===== config.mk =====
export PLATFORM = sky130hd
export DESIGN_NAME = can_mode_status_control
export DESIGN_NICKNAME = d
export VERILOG_FILES = /design/src/can_ctl_pkg.sv /design/src/interrupt_source_code_if.sv /design/src/interrupt_source_code_encoder.sv /design/src/can_mode_status_control.sv
export SDC_FILE = /design/constraint.sdc
export NUM_CORES = 1
export LEC_CHECK = 0
export BUFFER_PORTS_ARGS = -buffer_cell sky130_fd_sc_hd__buf_2
export CAP_MARGIN = 10
export CORE_ASPECT_RATIO = 1.25
export CORE_MARGIN = 2
export CORE_UTILIZATION = 49
export CTS_BUF_LIST = sky130_fd_sc_hd__clkbuf_4 sky130_fd_sc_hd__clkbuf_8 sky130_fd_sc_hd__clkbuf_16
export DETAILED_ROUTE_END_ITERATION = 16
export HOLD_SLACK_MARGIN = 0.03
export PLACE_DENSITY = 0.85
export SLEW_MARGIN = 20
export SYNTH_ARGS = -nofsm -noshare
export SYNTH_HDL_FRONTEND = slang
export SYNTH_SLANG_ARGS = --single-unit
export TNS_END_PERCENT = 20

===== constraint.sdc =====
create_clock -name ref_clk_i -period 2.5 [get_ports ref_clk_i]
set_input_delay 0.375 -clock ref_clk_i [delete_from_list [all_inputs] [get_ports ref_clk_i]]
set_output_delay 0.375 -clock ref_clk_i [all_outputs]
set_load 0.005 [all_outputs]

===== src/can_ctl_pkg.sv =====
// constants, register map and mode codes of the mode and status block
// assumes a 32-bit apb slave with one aligned word per 16-bit register
// Summary of operation
// - mode 111 enters listen-all, errors ignored
// - listen-all error copies partial assembly to receive
// - loopback ties internal transmit to internal receive
// - loopback releases transmit and receive pins
// - mode request codes; 101 and 110 reserved
// - current mode read-only, resets to configuration
// - abort-all aborts pending, self-clears when done
// - stop-in-idle halts module while chip idles
// - capture enable makes capture event per reception
// - window select picks filter or buffer window
// - data compare bit count read-only, 18+ invalid
// - matched filter number 0 to 15 read-only
// - interrupt code identifies highest pending source
// - buffer-size code maps to buffer count
// - fifo start buffer index 0 to 31
// - fifo write pointer read-only six bits
// - fifo read pointer read-only six bits
// - error-state status bits, warning is either warning
// - error flag set by error-state conditions
// - event flags set by hardware, cleared by software
// - mode changes only once bus idle seen
// - configuration registers writable only in configuration mode
package can_ctl_pkg;
  typedef enum logic [2:0] {
    MODE_NORMAL = 3'h0,
    MODE_DISABLE = 3'h1,
    MODE_LOOPBACK = 3'h2,
    MODE_LISTEN_ONLY = 3'h3,
    MODE_CONFIG = 3'h4,
    MODE_RSVD_A = 3'h5,
    MODE_RSVD_B = 3'h6,
    MODE_LISTEN_ALL = 3'h7
  } mode_e;

  localparam logic [7:0] OFS_CTRL_ONE = 8'h00;
  localparam logic [7:0] OFS_CTRL_TWO = 8'h04;
  localparam logic [7:0] OFS_VECTOR = 8'h08;
  localparam logic [7:0] OFS_FIFO_CTRL = 8'h0c;
  localparam logic [7:0] OFS_FIFO_PTR = 8'h10;
  localparam logic [7:0] OFS_INT_FLAGS = 8'h14;

  localparam int BIT_STOP_IDLE = 13;
  localparam int BIT_ABORT = 12;
  localparam int POS_REQ_MODE = 8;
  localparam int POS_CUR_MODE = 5;
  localparam int BIT_CAPTURE = 3;
  localparam int BIT_WINDOW = 0;
  localparam int POS_FILTER_HIT = 8;
  localparam int POS_DMA_SIZE = 13;
  localparam int POS_WR_PTR = 8;
  localparam int POS_ERR_STATE = 8;

  localparam int FLG_TX_BUF = 0;
  localparam int FLG_RX_BUF = 1;
  localparam int FLG_RX_OVF = 2;
  localparam int FLG_FIFO = 3;
  localparam int FLG_ERROR = 5;
  localparam int FLG_WAKE = 6;
  localparam int FLG_INVALID = 7;
  localparam logic [7:0] FLAG_MASK = 8'hef;

  localparam mode_e RST_MODE = MODE_CONFIG;
  localparam logic [4:0] DATA_COMPARE_BIT_COUNT_LAST_VALID = 5'h11;
  localparam logic [4:0] FILTER_LAST = 5'h0f;

  localparam logic [6:0] CODE_NONE = 7'h40;
  localparam logic [6:0] CODE_ERROR = 7'h41;
  localparam logic [6:0] CODE_WAKE = 7'h42;
  localparam logic [6:0] CODE_OVERFLOW = 7'h43;
  localparam logic [6:0] CODE_FIFO = 7'h44;

  function automatic logic [5:0] dma_count(input logic [2:0] code);
    case (code)
      3'h0: dma_count = 6'h04;
      3'h1: dma_count = 6'h06;
      3'h2: dma_count = 6'h08;
      3'h3: dma_count = 6'h0c;
      3'h4: dma_count = 6'h10;
      3'h5: dma_count = 6'h18;
      3'h6: dma_count = 6'h20;
      default: dma_count = 6'h00;
    endcase
  endfunction : dma_count
endpackage : can_ctl_pkg


===== src/interrupt_source_code_if.sv =====
// carries flags, enables and buffer events to the interrupt code encoder
// assumes both ends run on the same clock
`timescale 1ns/1ps
`default_nettype none
interface interrupt_source_code_if #(parameter int NUM_BUF = 16);
  logic [7:0] flags;
  logic [7:0] enables;
  logic [NUM_BUF-1:0] buf_pending;
  logic [6:0] code;
  modport src (output flags, output enables, output buf_pending, input code);
  modport enc (input flags, input enables, input buf_pending, output code);
endinterface : interrupt_source_code_if
`default_nettype wire


===== src/interrupt_source_code_encoder.sv =====
// interrupt code priority encoder
// assumes flag and enable bits laid out as in the package
`timescale 1ns/1ps
`default_nettype none
module interrupt_source_code_encoder #(
  parameter int NUM_BUF = 16
) (
  interrupt_source_code_if.enc port
);
  if (NUM_BUF < 1 || NUM_BUF > 16) begin : g_bad_num_buf
    $error("buffer count out of range");
  end

  logic [7:0] live;
  assign live = port.flags & port.enables;

  always_comb begin
    port.code = can_ctl_pkg::CODE_NONE;
    for (int i = NUM_BUF - 1; i >= 0; i--) begin
      if (port.buf_pending[i] && ((i < 8) ? live[can_ctl_pkg::FLG_TX_BUF]
          || live[can_ctl_pkg::FLG_RX_BUF] : live[can_ctl_pkg::FLG_RX_BUF])) begin
        port.code = 7'(i);
      end
    end
    if (live[can_ctl_pkg::FLG_FIFO]) begin
      port.code = can_ctl_pkg::CODE_FIFO;
    end
    if (live[can_ctl_pkg::FLG_WAKE]) begin
      port.code = can_ctl_pkg::CODE_WAKE;
    end
    if (live[can_ctl_pkg::FLG_RX_OVF]) begin
      port.code = can_ctl_pkg::CODE_OVERFLOW;
    end
    if (live[can_ctl_pkg::FLG_ERROR]) begin
      port.code = can_ctl_pkg::CODE_ERROR;
    end
  end
endmodule : interrupt_source_code_encoder
`default_nettype wire


===== src/can_mode_status_control.sv =====
// mode request, pin routing, status and flag registers of a can controller
// assumes the protocol engine and buffer logic share ref_clk_i
`timescale 1ns/1ps
`default_nettype none
module can_mode_status_control #(
  parameter int NUM_BUF = 16
) (
  input wire logic ref_clk_i,
  input wire logic rst_i,
  input wire logic clk_en_i,
  input wire logic [7:0] paddr_i,
  input wire logic psel_i,
  input wire logic penable_i,
  input wire logic pwrite_i,
  input wire logic [31:0] pwdata_i,
  output logic [31:0] prdata_o,
  output logic pready_o,
  output logic pslverr_o,
  input wire logic bus_idle_i,
  input wire logic tx_busy_i,
  input wire logic tx_pending_i,
  input wire logic chip_idle_i,
  input wire logic core_tx_i,
  input wire logic can_rx_pin_i,
  output logic can_tx_pin_o,
  output logic tx_pin_owned_o,
  output logic rx_pin_owned_o,
  output logic core_rx_o,
  output logic tx_allowed_o,
  output logic ignore_errors_o,
  input wire logic frame_error_i,
  output logic copy_partial_o,
  output logic abort_all_tx_o,
  output logic module_run_o,
  input wire logic rx_done_i,
  output logic capture_event_o,
  output logic register_window_select_o,
  output logic config_write_enable_o,
  output logic [5:0] dma_buffer_count_o,
  output logic [4:0] fifo_start_buffer_o,
  input wire logic [4:0] data_compare_bit_count_i,
  input wire logic [4:0] matched_filter_number_i,
  input wire logic [5:0] fifo_write_pointer_i,
  input wire logic [5:0] fifo_read_pointer_i,
  input wire logic tx_bus_off_i,
  input wire logic tx_error_passive_i,
  input wire logic rx_error_passive_i,
  input wire logic tx_error_warning_i,
  input wire logic rx_error_warning_i,
  input wire logic invalid_message_i,
  input wire logic wakeup_activity_i,
  input wire logic fifo_almost_full_i,
  input wire logic rx_overflow_i,
  input wire logic rx_buffer_i,
  input wire logic tx_buffer_i,
  input wire logic [NUM_BUF-1:0] buf_pending_i,
  input wire logic [7:0] int_enable_i,
  output logic [6:0] interrupt_source_code_o
);
  if (NUM_BUF < 1 || NUM_BUF > 16) begin : g_bad_num_buf
    $error("buffer count out of range");
  end

  // control state
  logic stop_in_idle;
  logic abort_all_tx;
  can_ctl_pkg::mode_e requested_mode;
  can_ctl_pkg::mode_e current_mode;
  logic rx_capture_enable;
  logic register_window_select;
  logic [2:0] dma_size_code;
  logic [4:0] fifo_start_buffer;
  logic [7:0] flags;
  logic [5:0] err_state;
  logic [5:0] err_state_prev;
  logic rx_meta;
  logic rx_sync;

  // bus decode
  logic wr_en;
  logic rd_setup;
  logic hit;
  logic [15:0] rd_word;

  assign wr_en = psel_i & penable_i & pwrite_i & clk_en_i;
  assign rd_setup = psel_i & ~penable_i & ~pwrite_i & clk_en_i;
  assign pready_o = psel_i & penable_i & clk_en_i;

  always_comb begin
    hit = 1'b1;
    if (paddr_i == can_ctl_pkg::OFS_CTRL_ONE) begin
      rd_word = {2'h0, stop_in_idle, abort_all_tx, 1'b0, requested_mode,
                 current_mode, 1'b0, rx_capture_enable, 2'h0,
                 register_window_select};
    end else if (paddr_i == can_ctl_pkg::OFS_CTRL_TWO) begin
      rd_word = {11'h000, data_compare_bit_count_i};
    end else if (paddr_i == can_ctl_pkg::OFS_VECTOR) begin
      rd_word = {3'h0, matched_filter_number_i, 1'b0,
                 interrupt_source_code_o};
    end else if (paddr_i == can_ctl_pkg::OFS_FIFO_CTRL) begin
      rd_word = {dma_size_code, 8'h00, fifo_start_buffer};
    end else if (paddr_i == can_ctl_pkg::OFS_FIFO_PTR) begin
      rd_word = {2'h0, fifo_write_pointer_i, 2'h0, fifo_read_pointer_i};
    end else if (paddr_i == can_ctl_pkg::OFS_INT_FLAGS) begin
      rd_word = {2'h0, err_state, flags & can_ctl_pkg::FLAG_MASK};
    end else begin
      hit = 1'b0;
      rd_word = 16'h0000;
    end
  end

  assign pslverr_o = pready_o & ~hit;

  always_ff @(posedge ref_clk_i) begin
    if (rst_i) begin
      prdata_o <= 32'h0000_0000;
    end else if (rd_setup) begin
      prdata_o <= {16'h0000, rd_word};
    end
  end

  logic wr_ctrl_one;
  logic wr_fifo_ctrl;
  logic wr_flags;
  assign wr_ctrl_one = wr_en && paddr_i == can_ctl_pkg::OFS_CTRL_ONE;
  assign wr_fifo_ctrl = wr_en && paddr_i == can_ctl_pkg::OFS_FIFO_CTRL;
  assign wr_flags = wr_en && paddr_i == can_ctl_pkg::OFS_INT_FLAGS;

  // mode request register
  always_ff @(posedge ref_clk_i) begin
    if (rst_i) begin
      stop_in_idle <= 1'b0;
      requested_mode <= can_ctl_pkg::RST_MODE;
      rx_capture_enable <= 1'b0;
      register_window_select <= 1'b0;
    end else if (clk_en_i && wr_ctrl_one) begin
      stop_in_idle <= pwdata_i[can_ctl_pkg::BIT_STOP_IDLE];
      rx_capture_enable <= pwdata_i[can_ctl_pkg::BIT_CAPTURE];
      register_window_select <= pwdata_i[can_ctl_pkg::BIT_WINDOW];
      if (pwdata_i[can_ctl_pkg::POS_REQ_MODE +: 3] != can_ctl_pkg::MODE_RSVD_A &&
          pwdata_i[can_ctl_pkg::POS_REQ_MODE +: 3] != can_ctl_pkg::MODE_RSVD_B) begin
        requested_mode <= can_ctl_pkg::mode_e'(pwdata_i[can_ctl_pkg::POS_REQ_MODE +: 3]);
      end
    end
  end

  // abort request, set by software, cleared once nothing is pending
  always_ff @(posedge ref_clk_i) begin
    if (rst_i) begin
      abort_all_tx <= 1'b0;
    end else if (clk_en_i) begin
      if (wr_ctrl_one && pwdata_i[can_ctl_pkg::BIT_ABORT]) begin
        abort_all_tx <= 1'b1;
      end else if (abort_all_tx && !tx_pending_i) begin
        abort_all_tx <= 1'b0;
      end
    end
  end

  // mode acknowledge at bus idle; configuration waits for no transmission
  always_ff @(posedge ref_clk_i) begin
    if (rst_i) begin
      current_mode <= can_ctl_pkg::RST_MODE;
    end else if (clk_en_i && requested_mode != current_mode && bus_idle_i) begin
      if (requested_mode != can_ctl_pkg::MODE_CONFIG || !tx_busy_i) begin
        current_mode <= requested_mode;
      end
    end
  end

  // fifo sizing, locked outside configuration mode
  always_ff @(posedge ref_clk_i) begin
    if (rst_i) begin
      dma_size_code <= 3'h0;
      fifo_start_buffer <= 5'h00;
    end else if (clk_en_i && wr_fifo_ctrl && config_write_enable_o) begin
      if (pwdata_i[can_ctl_pkg::POS_DMA_SIZE +: 3] != 3'h7) begin
        dma_size_code <= pwdata_i[can_ctl_pkg::POS_DMA_SIZE +: 3];
      end
      fifo_start_buffer <= pwdata_i[4:0];
    end
  end

  assign config_write_enable_o = current_mode == can_ctl_pkg::MODE_CONFIG;
  assign dma_buffer_count_o = can_ctl_pkg::dma_count(dma_size_code);
  assign fifo_start_buffer_o = fifo_start_buffer;
  assign register_window_select_o = register_window_select;
  assign abort_all_tx_o = abort_all_tx;

  // error state status, warning when either side warns
  always_ff @(posedge ref_clk_i) begin
    if (rst_i) begin
      err_state <= 6'h00;
      err_state_prev <= 6'h00;
    end else if (clk_en_i) begin
      err_state <= {tx_bus_off_i, tx_error_passive_i, rx_error_passive_i,
                    tx_error_warning_i, rx_error_warning_i,
                    tx_error_warning_i | rx_error_warning_i};
      err_state_prev <= err_state;
    end
  end

  // event flags: hardware sets, software writes zero to clear, set wins
  logic [7:0] set_flags;
  logic [7:0] clr_flags;
  always_comb begin
    set_flags = 8'h00;
    set_flags[can_ctl_pkg::FLG_INVALID] = invalid_message_i;
    set_flags[can_ctl_pkg::FLG_WAKE] = wakeup_activity_i;
    set_flags[can_ctl_pkg::FLG_ERROR] = |(err_state & ~err_state_prev)
                                        && current_mode != can_ctl_pkg::MODE_LISTEN_ALL;
    set_flags[can_ctl_pkg::FLG_FIFO] = fifo_almost_full_i;
    set_flags[can_ctl_pkg::FLG_RX_OVF] = rx_overflow_i;
    set_flags[can_ctl_pkg::FLG_RX_BUF] = rx_buffer_i;
    set_flags[can_ctl_pkg::FLG_TX_BUF] = tx_buffer_i;
    clr_flags = wr_flags ? ~pwdata_i[7:0] : 8'h00;
  end

  always_ff @(posedge ref_clk_i) begin
    if (rst_i) begin
      flags <= 8'h00;
    end else if (clk_en_i) begin
      flags <= ((flags & ~clr_flags) | set_flags) & can_ctl_pkg::FLAG_MASK;
    end
  end

  // receive pin synchroniser
  always_ff @(posedge ref_clk_i) begin
    if (rst_i) begin
      rx_meta <= 1'b1;
      rx_sync <= 1'b1;
    end else if (clk_en_i) begin
      rx_meta <= can_rx_pin_i;
      rx_sync <= rx_meta;
    end
  end

  logic loopback;
  logic listen_all;
  logic online;
  assign loopback = current_mode == can_ctl_pkg::MODE_LOOPBACK;
  assign listen_all = current_mode == can_ctl_pkg::MODE_LISTEN_ALL;
  assign online = current_mode != can_ctl_pkg::MODE_CONFIG &&
                  current_mode != can_ctl_pkg::MODE_DISABLE;

  // pin ownership and routing
  assign tx_pin_owned_o = current_mode == can_ctl_pkg::MODE_NORMAL;
  assign rx_pin_owned_o = online && !loopback;
  assign core_rx_o = loopback ? core_tx_i : rx_sync;
  assign can_tx_pin_o = tx_pin_owned_o ? core_tx_i : 1'b1;
  assign tx_allowed_o = tx_pin_owned_o || loopback;
  assign ignore_errors_o = listen_all;
  assign module_run_o = !(stop_in_idle && chip_idle_i);

  // one-cycle event pulses
  always_ff @(posedge ref_clk_i) begin
    if (rst_i) begin
      copy_partial_o <= 1'b0;
      capture_event_o <= 1'b0;
    end else if (clk_en_i) begin
      copy_partial_o <= listen_all && frame_error_i;
      capture_event_o <= rx_capture_enable && rx_done_i;
    end
  end

  // interrupt code
  interrupt_source_code_if #(.NUM_BUF(NUM_BUF)) code_bus ();
  assign code_bus.flags = flags;
  assign code_bus.enables = int_enable_i & can_ctl_pkg::FLAG_MASK;
  assign code_bus.buf_pending = buf_pending_i;

  interrupt_source_code_encoder #(.NUM_BUF(NUM_BUF)) u_interrupt_source_code (
    .port(code_bus.enc)
  );

  always_ff @(posedge ref_clk_i) begin
    if (rst_i) begin
      interrupt_source_code_o <= can_ctl_pkg::CODE_NONE;
    end else if (clk_en_i) begin
      interrupt_source_code_o <= code_bus.code;
    end
  end
endmodule : can_mode_status_control
`default_nettype wire


==> run metrics <==
CTS Buffer Depth 2; CTS Buf Count 9; row cnt 34; share of layout cells above drive strength 1 0.307; kind of critical path in2out; WP data arrival around 1.5 ns; HP Start can_rx_pin_i; Final GP Congestion 0.852; setup_tns 0 ns; Distinct cells, synth 58; antenna fix cells 0; FF-to-FF path depth 4; Die X-Extent 78.6 um; worst r2r dst dma_size_code[1]; Hold Path Depth 3; pin count of the biggest net entering global routing 54; DP Area 4080 um2; Post-DP HPWL between 7000 and 8000 um; status finished clean; Seq cells post-synth 62; Hold WC Path Type in2reg; DIE AREA 7650 um2; PD cells 539 nW/um2; WL met1 4040 um; clock latency on the worst-skew pair 0.35 ns; WL per Instance 15.4 um; Clock transition at path regs 0.07 ns; first-pass GRT wire length 16100 um; yosys warns 0; Worst-Margin Slew between 0.5 and 0.6 ns; critical path startpoint category primary input; switching pwr 575 uW; storage element area roughly 1200 um2; setup ws final 0.623 ns; Placeable Area 6850 um2; Final Setup Violations 0; Max-Cap Viols 0; Syn Area/Cell 8.16 um2; top-count cell post-synth dfxtp_1; Die H 97.3 um; Crit path top cell by count buf_2; WP buf/inv 2; Worst path max stage delay between 0.4 and 0.5 ns; final global-route overflow total 0; DR WL met2 4810 um; ys async rst share 0; clock network fraction of design power 0.430; power share of the combinational group 0.124; routed vias roughly 3700; post-CTS setup buffers 0; mapped cell area 3410 um2; Commonest cells post-synth 62 x dfxtp_1, 45 x nor2_1, 42 x nand2_1, 39 x mux2i_1, 34 x a21oi_1; CTS resizes 0; Max Clk Rate between 500 and 600 MHz; Port Buffer Count 136; Main synth FF type dfxtp_1; share of the synthesized area in the top cell type 0.364; adder-cell share of the synthesized area 0; clock skew 0.0126 ns; critical path's top delay family simple AND/OR/NAND/NOR gates; Synth Area in Compound Gates 0.200; switching portion of total power 0.247; initial antenna violation count 0; leakage power total 0.00199 uW; Seq/Total Area, Yosys 0.364; RR Startpoint current_mode[2]; H-tree levels 3; Tcrit/Tclk final 0.751; design area around 4300 um2; WHS Endpoint rx_meta; critical path fanouts, max 7; DR pass1 iterations 6; Fin. Hold Viols 0; Initial Util 0.498; RSZ-0062 raised after global routing false; dominant cell type by area after synthesis dfxtp_1; setup slack at placement about 0.33 ns; CP endpoint kind output pin; Multi-input gate area 1940 um2; max_slew headroom 0.607; DRC 0; Root Buffer Master clkbuf_8; multiplexer area fraction after synthesis 0.118; Final Slew Violations 0; vias per std cell 5.67; GRT Total Usage 0.266; Worst EP required approximately 2.1 ns; crit-path cells buf_2 -> or3_4 -> nor2_2 -> a21boi_0 -> buf_2; Crit-path slowest cell or3_4; worst vdd ir approximately 0.32 mV; clock sinks 62; synthesized netlist cell count between 400 and 500; met3 WL post-DR 741 um; CTS tree done; r2r setup slk roughly 0.88 ns; Final min period roughly 1.9 ns; Post-Synth XOR/XNOR Area 0.00513; ranking of synthesized cells by area dfxtp_1 36%, mux2i_1 11%, a21oi_1 5.0%, nor2_1 5.0%, nand2_1 4.6%; fillers 605; Hold Buf Count CTS 0; Max Used Layer met4; initial DRC count about 280; internal power approximately 1700 uW; I/O Pins 175; Nets 661; largest family of logic cells by synthesized area simple AND/OR/NAND/NOR gates; Simple-Gate Fraction of Synth Area 0.226; Post-Route WL 9910 um; vias in the first global route 3374; synthesis-to-finish area growth 26.2%; number of synthesized flops with an enable pin 0; sequential share of power 0.446; antenna viol nets, final 0
-- final cells by class --
class / count / area share
Clock buffer: 11 / 0.0352
Tap cell: 90 / 0.0262
Clock inverter: 4 / 0.0163
Multi-Input combinational cell: 320 / 0.452
Sequential cell: 62 / 0.288
Timing Repair Buffer: 143 / 0.170
Inverter: 14 / 0.0122
-- worst min-delay path: stages --
cell	delay (ns)
buf_2	0.08
mux2i_1	0.06
nand2_1	0.06
-- metal layers --
metal | vias to the layer above | global-route usage
li1 | 1737 | -
met2 | 190 | 0.430
met5 | - | 0
met1 | 1694 | 0.334
met3 | 29 | 0.0493
met4 | 0 | 0.140
-- cell usage in the layout, fill, tap and decap left out, drive strengths merged, types with 4 or more instances in the layout --
cell type and n:
dfxtp 62, a221oi 4, o2bb2ai 4, nand3 17, o22ai 8, nor2b 4
clkbuf 11, and3 11, o21ai 18, a21oi 34, nor3 8, a31oi 4
nor4 7, mux2i 39, o31ai 4, buf 143, a22oi 7, nand2 42
nand2b 6, nor2 46, clkinv 4, inv 12, conb 19
-- state kept, by name, indices dropped and copies added (netlist names), 3 cells and up --
name	cells
current_mode	3
interrupt_source_code_o	5
code_bus.flags	7
prdata_o	16
fifo_start_buffer_o	5
err_state_prev	6
requested_mode	3
dma_size_code	3
err_state	6
-- worst max-delay path by stage --
| stage | from | cells after the start | end | slack (ns) |
|---|---|---|---|---|
| 3_3_place_gp | paddr_i[3] | 6 | register_window_select_o | 0.39 |
| 2_1_floorplan | paddr_i[2] | 7 | register_window_select_o | 0.80 |
| 4_1_cts | paddr_i[1] | 5 | pslverr_o | 0.64 |
| 5_1_grt | paddr_i[1] | 5 | pslverr_o | 0.56 |
| 3_5_place_dp | paddr_i[3] | 6 | register_window_select_o | 0.33 |
| 6_report | paddr_i[1] | 5 | pslverr_o | 0.62 |
-- power by group through the flow --
stage	Sequential (uW)	Clock (uW)	Combinational, uW
floorplan	1050	0	178
global placement	1060	0	276
detailed placement	1060	0	283
CTS	1040	1010	285
global route	1040	1050	317
finish	1040	998	288
-- per-stage QoR --
stage	utilization	total power, uW	hold slack [ns]	cells
after global placement	0.596	1330	0.440	629
after global routing	0.629	2400	0.253	644
after detailed placement	0.596	1340	0.445	629
after CTS	0.629	2330	0.249	644
final	0.629	2320	0.258	644
after floorplan	-	1230	0.436	436
-- cells by family (layout without fill, tap and decap cells) --
group | count (synthesis) | count (layout)
buf+inv | 54 | 172
simple gates | 154 | 154
xor+xnor | 2 | 2
mux | 40 | 40
flops | 62 | 62
other cells | 1 | 19
compound gates | 105 | 105
No activity file was read; power rests on OpenSTA's default activity.
